==> src/rtl/alu_exec_pkg.sv <==
// constants, opcode patterns and carrier types for the four-instruction executor
// assumes a 16-bit instruction word and an 8-bit data path
package alu_exec_pkg;
  localparam logic [7:0] OPC_ADDC_HI   = 8'h20;  // 0010 00da
  localparam logic [7:0] OPC_ANDR_HI   = 8'h14;  // 0001 01da
  localparam logic [7:0] OPC_ANDI_HI   = 8'h0b;  // 0000 1011
  localparam logic [7:0] OPC_BRC_HI    = 8'he2;  // 1110 0010
  localparam logic [7:0] OPC_MASK6     = 8'hfc;
  localparam logic [7:0] INDEXED_LIMIT = 8'h5f;
  localparam int         D_BIT         = 9;
  localparam int         A_BIT         = 8;
  localparam logic [1:0] PH_DECODE     = 2'h0;
  localparam logic [1:0] PH_LAST       = 2'h3;
  localparam logic [20:0] PC_STEP      = 21'h000002;

  typedef enum logic [1:0] {
    ADDR_ACCESS  = 2'b00,
    ADDR_BANKED  = 2'b01,
    ADDR_INDEXED = 2'b10
  } addr_mode_t;

  typedef struct packed {
    logic neg;
    logic ovf;
    logic zero;
    logic nib_carry;
    logic carry;
  } flags_t;

  typedef struct packed {
    logic       we;
    addr_mode_t mode;
    logic [7:0] addr;
    logic [7:0] data;
  } file_wr_t;
endpackage

==> src/rtl/alu_exec.sv <==
// executor for add-with-carry, two ANDs and branch-on-carry
// assumes the fetch unit holds instr steady during a cycle and that the
// bank logic resolves file_rd_data combinationally from the file address
`timescale 1ns/1ps
`default_nettype none
module alu_exec
  import alu_exec_pkg::*;
#(
  parameter int PC_W = 21
) (
  input  wire logic                     mclk,
  input  wire logic                     reset_n,
  input  wire logic                     clk_en,
  input  wire logic [15:0]              instr,
  input  wire logic                     instr_valid,
  input  wire logic                     ext_set_en,
  input  wire logic [3:0]               bank_select_reg,
  input  wire logic [7:0]               file_rd_data,
  output var  logic [7:0]               file_rd_addr,
  output var  alu_exec_pkg::addr_mode_t file_rd_mode,
  output var  alu_exec_pkg::file_wr_t   file_wr,
  output var  logic [7:0]               wreg,
  output var  alu_exec_pkg::flags_t     status,
  output var  logic [PC_W-1:0]          pc,
  output var  logic [1:0]               phase,
  output var  logic                     instr_done,
  output var  logic                     branch_flush
);
  import alu_exec_pkg::*;

  // elaboration check: the branch target needs nine to 21 pc bits
  if (PC_W < 9 || PC_W > 21) begin : g_pc_w_check
    $error("PC_W out of range");
  end

  // elaboration check: operand fields sit in the opcode byte
  if (D_BIT < A_BIT || D_BIT > 15 || A_BIT < 8) begin : g_field_check
    $error("operand field positions out of range");
  end

  typedef enum logic [1:0] {
    ST_EXEC  = 2'b00,
    ST_FLUSH = 2'b01
  } state_t;

  // reset release through two flops
  logic rst_s1_q;
  logic rst_q;
  always_ff @(posedge mclk or negedge reset_n) begin
    if (!reset_n) begin
      rst_s1_q <= 1'b0;
      rst_q    <= 1'b0;
    end else begin
      rst_s1_q <= 1'b1;
      rst_q    <= rst_s1_q;
    end
  end

  // logic operations move only negative and zero
  function automatic flags_t nz_only(flags_t old, logic [7:0] r);
    flags_t f;
    f      = old;
    f.neg  = r[7];
    f.zero = (r == 8'h00);
    return f;
  endfunction

  // operand addressing of a file-register instruction
  function automatic addr_mode_t mode_of(logic a, logic ext, logic [7:0] f);
    addr_mode_t m;
    if (a) m = ADDR_BANKED;
    else if (ext && f <= INDEXED_LIMIT) m = ADDR_INDEXED;
    else m = ADDR_ACCESS;
    return m;
  endfunction

  // opcode byte against a pattern under a mask
  function automatic logic op_match(logic [7:0] hi, logic [7:0] pat,
                                    logic [7:0] mask);
    return (hi & mask) == pat;
  endfunction

  wire logic [7:0] hi_op   = instr[15:8];
  wire logic       is_addc = op_match(hi_op, OPC_ADDC_HI, OPC_MASK6);
  wire logic       is_andr = op_match(hi_op, OPC_ANDR_HI, OPC_MASK6);
  wire logic       is_andi = op_match(hi_op, OPC_ANDI_HI, 8'hff);
  wire logic       is_brc  = op_match(hi_op, OPC_BRC_HI, 8'hff);
  wire logic       d_bit   = instr[D_BIT];
  wire logic       a_bit   = instr[A_BIT];
  wire logic [7:0] f_addr  = instr[7:0];
  wire logic [7:0] k_lit   = instr[7:0];
  wire logic [7:0] br_off  = instr[7:0];

  wire addr_mode_t mode_w = mode_of(a_bit, ext_set_en, f_addr);

  wire logic [8:0] sum9 = {1'b0, wreg} + {1'b0, file_rd_data}
                          + {8'h00, status.carry};
  wire logic [4:0] sum5 = {1'b0, wreg[3:0]} + {1'b0, file_rd_data[3:0]}
                          + {4'h0, status.carry};
  wire logic ovf_w = (wreg[7] == file_rd_data[7]) && (sum9[7] != wreg[7]);
  wire flags_t add_flags = '{neg: sum9[7], ovf: ovf_w,
                             zero: (sum9[7:0] == 8'h00),
                             nib_carry: sum5[4], carry: sum9[8]};

  wire logic [7:0] and_f = wreg & file_rd_data;
  wire logic [7:0] and_k = wreg & k_lit;

  // signed doubled offset on advanced pc
  wire logic [PC_W-1:0] off_ext = PC_W'({{(PC_W-8){br_off[7]}}, br_off});
  wire logic [PC_W-1:0] pc_next = pc + PC_W'(PC_STEP);
  wire logic [PC_W-1:0] pc_tgt  = pc_next + (off_ext << 1);

  state_t          state_q;
  logic [1:0]      phase_q;
  wire logic       last_ph  = phase_q == PH_LAST;
  wire logic       first_ph = phase_q == PH_DECODE;
  // the cycle after a taken branch executes nothing
  wire logic       in_flush = state_q == ST_FLUSH;
  wire logic       exec_go  = clk_en && last_ph && !in_flush
                              && instr_valid;
  wire logic       take_br  = is_brc && status.carry;

  wire logic       file_op   = is_addc || is_andr;
  wire logic [7:0] alu_res   = is_addc ? sum9[7:0]
                                       : (is_andr ? and_f : and_k);
  wire logic       to_file   = file_op && d_bit;
  wire logic       to_acc    = (file_op && !d_bit) || is_andi;
  wire logic       flag_upd  = file_op || is_andi;
  // logic ops move only N and Z
  // register and uses the file operand
  wire flags_t     flags_new = is_addc ? add_flags
                                       : nz_only(status, alu_res);

  // next values of the architectural state
  wire logic [PC_W-1:0] pc_d      = take_br ? pc_tgt : pc_next;
  wire logic [7:0]      wreg_d    = to_acc ? alu_res : wreg;
  wire flags_t          status_d  = flag_upd ? flags_new : status;
  wire file_wr_t        file_wr_d = '{we: to_file, mode: mode_w,
                                      addr: f_addr, data: alu_res};

  always_ff @(posedge mclk or negedge rst_q) begin
    if (!rst_q) phase_q <= PH_DECODE;
    else if (clk_en) phase_q <= phase_q + 2'h1;
  end
  assign phase = phase_q;

  always_ff @(posedge mclk or negedge rst_q) begin
    if (!rst_q) state_q <= ST_EXEC;
    else if (clk_en && last_ph) begin
      unique case (state_q)
        ST_EXEC:  state_q <= (instr_valid && take_br) ? ST_FLUSH : ST_EXEC;
        ST_FLUSH: state_q <= ST_EXEC;
        default:  state_q <= ST_EXEC;
      endcase
    end
  end

  always_ff @(posedge mclk or negedge rst_q) begin
    if (!rst_q) begin
      file_rd_addr <= 8'h00;
      file_rd_mode <= ADDR_ACCESS;
    end else if (clk_en && first_ph) begin
      file_rd_addr <= f_addr;
      file_rd_mode <= mode_w;
    end
  end

  // state updates once per instruction cycle
  always_ff @(posedge mclk or negedge rst_q) begin
    if (!rst_q) begin
      wreg         <= 8'h00;
      status       <= '0;
      file_wr      <= '0;
      pc           <= '0;
      instr_done   <= 1'b0;
      branch_flush <= 1'b0;
    end else if (clk_en) begin
      file_wr.we   <= 1'b0;
      instr_done   <= 1'b0;
      branch_flush <= 1'b0;
      if (exec_go) begin
        instr_done   <= 1'b1;
        pc           <= pc_d;
        branch_flush <= take_br;
        file_wr      <= file_wr_d;
        wreg         <= wreg_d;
        status       <= status_d;
      end
    end
  end

  // the bank number is applied outside, steered by file_rd_mode
  wire logic unused_bank = ^bank_select_reg;
endmodule
`default_nettype wire

==> config.mk <==
export PLATFORM = sky130hd
export DESIGN_NAME = alu_exec
export DESIGN_NICKNAME = d
export VERILOG_FILES = /design/src/rtl/alu_exec_pkg.sv /design/src/rtl/alu_exec.sv
export SDC_FILE = /design/constraint.sdc
export NUM_CORES = 1
export LEC_CHECK = 0
export ABC_CLOCK_PERIOD_IN_PS = 2100
export BUFFER_PORTS_ARGS = -buffer_cell sky130_fd_sc_hd__buf_4
export CORE_MARGIN = 3
export CORE_UTILIZATION = 31
export CTS_BUF_LIST = sky130_fd_sc_hd__clkbuf_8
export CTS_CLUSTER_DIAMETER = 120
export DETAILED_ROUTE_END_ITERATION = 7
export PLACE_DENSITY = 0.51
export SETUP_SLACK_MARGIN = 0.05
export SYNTH_ARGS = -nofsm -noshare
export SYNTH_HDL_FRONTEND = slang
export SYNTH_SLANG_ARGS = --single-unit
==> constraint.sdc <==
create_clock -name mclk -period 2.1 [get_ports mclk]
set_input_delay 0.105 -clock mclk [delete_from_list [all_inputs] [get_ports mclk]]
set_output_delay 0.105 -clock mclk [all_outputs]
set_load 0.1 [all_outputs]
==> impl_metrics.tcl <==
set metrics [dict create \
    die_w_um 131.1 \
    outcome "finished with violations" \
    violations "setup timing" \
    cts.sinks 69 \
    finalClockSkew_ns 0.005883 \
    slew_headroom 0.5382 \
    cts_tree "yes" \
    async_flop_share 1.000 \
    antenna_cells 0 \
    crit_path_start_kind "flip-flop" \
    leakagePower_uw 0.003776 \
    cts_made_buffers 9 \
    fmax_ghz 0.3040 \
    fin_ws_ns -1.190 \
    drv_slew 0 \
    fin_cells 1022 \
    power_density_nw_per_um2 1069 \
    ys_types 58 \
    grt_overflow 0 \
    routed-via-count 5034 \
    clk_path_buf_depth 2 \
    drt_iter0_drc 308 \
    fin_tns_setup_ns -16.38 \
    dp_hpwl_mm 12.08 \
    critical_path_arrival_ns 3.59 \
    clkTransAtPathRegs_ns 0.08 \
    die-area_um2 17200 \
    grt_antenna_before_repair 0 \
    ir_drop_v 0.0007310 \
    track_usage 0.1888 \
    grt_pass1_vias 5208 \
    ys_seq_elements 69 \
    grt_max_degree 42 \
    nFillCells 1379 \
    ios 100 \
    place_inst 978 \
    critPathKind "flip-flop to flip-flop" \
    routabilityCongestion 0.8883 \
    drcViolationCount 0 \
    ant_nets 0 \
    fin_crit_sh 1.567 \
    ys_warn_count 0 \
    syn_area_per_cell_um2 8.532 \
    io_buffers 94 \
    final_layout_size_suffix_gt1_frac 0.4735 \
    clk_latency_ns 0.37 \
    rows 45 \
    synth_cells 569 \
    grt_pass1_wl_mm 26.79 \
    cts_root_buffer "clkbuf_8" \
    synth_ff_type "dfrtp_1" \
    area_delta_synth_final_pct 62.53 \
    period_needed_ns 3.290 \
    seq_area_frac_synth 0.3557 \
    wire_per_inst_um 16.10 \
    synth_edf_count 0 \
    timing.reg2reg.setup_slack_ns -1.19 \
    grt_setup_unrepaired "true" \
    viasPerCell 4.926 \
    synth_area_um2 4855 \
    cp-end-kind "flip-flop" \
    core_area_um2 15260 \
    syn_nets 638 \
    worstMarginPinSlew_ns 0.6874 \
    pre_cts_slack_ns -1.090 \
    hold_path.class "primary input to asynchronous set/reset pin" \
    maxCapViolCount 0 \
    nNetsFinal 875 \
    power_uw 8431 \
    h-tree-depth 3 \
    wirelength_mm 16.46 \
    start_util 0.3182 \
    worst-path-max-fanout 5 \
    final_hold_viol_count 0 \
    cp.required_ns 2.40 \
    die_y_um 131.1 \
    drt_pass1_iterations 5 \
    finalSetupViolCount 28 \
]
## registers in the layout (all words and copies together), names as in the netlist
register / flops
branch_flush: 1
file_rd_addr: 8
file_rd_mode: 2
file_wr: 19
instr_done: 1
pc: 20
phase: 2
rst_q: 1
rst_s1_q: 1
state_q: 1
status: 5
wreg: 8
## cell usage after synthesis (all sizes together), types with 2 or more instances
cell type / number / area share
nor4b: 2 / 0.0036
o22a: 2 / 0.0036
nor2b: 8 / 0.010
a21oi: 35 / 0.039
and4: 3 / 0.0059
a22oi: 2 / 0.0031
mux2i: 10 / 0.021
o22ai: 8 / 0.010
mux2: 12 / 0.028
and3: 8 / 0.010
ha: 33 / 0.085
o21ai: 59 / 0.062
nor4: 6 / 0.0077
a31oi: 7 / 0.0090
clkbuf: 17 / 0.013
conb: 2 / 0.0015
xnor2: 23 / 0.041
fa: 3 / 0.012
nand3: 23 / 0.024
a211oi: 5 / 0.0088
nor3: 11 / 0.013
a31o: 2 / 0.0036
o31a: 2 / 0.0036
inv: 16 / 0.012
and2: 5 / 0.0064
nor3b: 3 / 0.0057
a21o: 11 / 0.017
nand2: 92 / 0.071
or3: 3 / 0.0039
dfrtp: 69 / 0.36
nand2b: 6 / 0.0077
nor2: 36 / 0.028
o31ai: 3 / 0.0046
o21bai: 2 / 0.0031
o21a: 4 / 0.0062
nand4: 4 / 0.0052
buf: 8 / 0.010
xor2: 14 / 0.025
or4: 2 / 0.0031
## worst paths after layout
check,startpoint,cells past startpoint,end
max in group asynchronous,rst_q$_DFF_PN0_,1,pc[3]$_DFFE_PN0P_
max reg2reg,pc[2]$_DFFE_PN0P_,15,pc[20]$_DFFE_PN0P_
min in group mclk,instr[0],4,file_wr[8]$_DFFE_PN0P_
min reg2reg,rst_q$_DFF_PN0_,1,pc[20]$_DFFE_PN0P_
min,reset_n,2,rst_q$_DFF_PN0_
max,pc[2]$_DFFE_PN0P_,15,pc[20]$_DFFE_PN0P_
## cells in the final DEF (no fill, tap or decap), types with 13 or more instances in the layout
cell type / n
a21oi_1: 23
buf_4: 223
buf_6: 17
dfrtp_1: 51
dfrtp_2: 18
ha_1: 28
inv_1: 15
nand2_1: 92
nand3_1: 19
nor2_1: 32
o21ai_0: 28
o21ai_1: 21
xnor2_1: 13
## critical path: stages (launching register included)
cell	delay, ns
dfrtp_2	0.40
ha_4	0.14
nand3_2	0.08
or3_4	0.43
buf_4	0.15
buf_6	0.11
xnor2_4	0.14
ha_4	0.24
nand3_1	0.12
nor3_2	0.06
a211o_1	0.34
and4_4	0.18
or3_4	0.36
a31o_1	0.19
a21oi_2	0.12
xor2_1	0.15
## per-stage QoR
stage / util / hold WS (ns) / cell area, um^2
3_5_place_dp: 0.4514 / -0.1103 / 6888
6_report: 0.5171 / 0.05067 / 7890
2_1_floorplan: - / -0.1906 / 5009
4_1_cts: 0.4903 / 0.02278 / 7481
3_3_place_gp: 0.4514 / -0.1096 / 6888
5_1_grt: 0.5171 / 0.04383 / 7890
## cell families (layout without fill, tap and decap cells)
| kind of cell | count (synthesis) | count (layout) | share of synthesized area |
|---|---|---|---|
| adder cells (fa/ha/maj) | 36 | 36 | 0.09742 |
| multiplexers | 22 | 22 | 0.04845 |
| other | 2 | 2 | 0.001547 |
| XOR/XNOR | 37 | 37 | 0.06675 |
| flip-flops | 69 | 69 | 0.3557 |
| AND/OR/NAND/NOR | 214 | 214 | 0.2090 |
| AO/OA/AOI/OAI | 148 | 148 | 0.1853 |
| buffers and inverters | 41 | 283 | 0.03582 |
## report_power, final
group | leakage, uW | internal, uW | switching, uW
logic | 0.00280 | 1870 | 3570
registers | 0.000877 | 1630 | 224
clock network | 0.0000964 | 542 | 596
## repair_timing
action / 4_1_cts / 5_1_grt
pin swaps: 26 / 46
hold buffers: 5 / 0
hold endpoints to repair: 9 / 0
endpoints found under the setup margin: 29 / 35
resized for setup: 43 / 66
buffers inserted: 16 / 21
## per-layer routing
metal  track usage  wire, um  vias to the layer above
met5             0         0                        -
met3       0.04058       670                       19
met2        0.3137      7852                      115
met4       0.04551       261                        0
li1              -         -                     2496
met1        0.2520      7672                     2404
## layout make-up
cell class              instances  area [um^2]  share of cell area
multi-input cells             459         3590              0.4550
flip-flops and latches         69         1749              0.2217
clock buffers                   9        123.9             0.01570
repair buffers                251         2036              0.2580
clock inverters                 7        67.56            0.008563
well taps                     211        264.0             0.03346
inverters                      16        60.06            0.007612
Power figures use the tool's default switching activity.
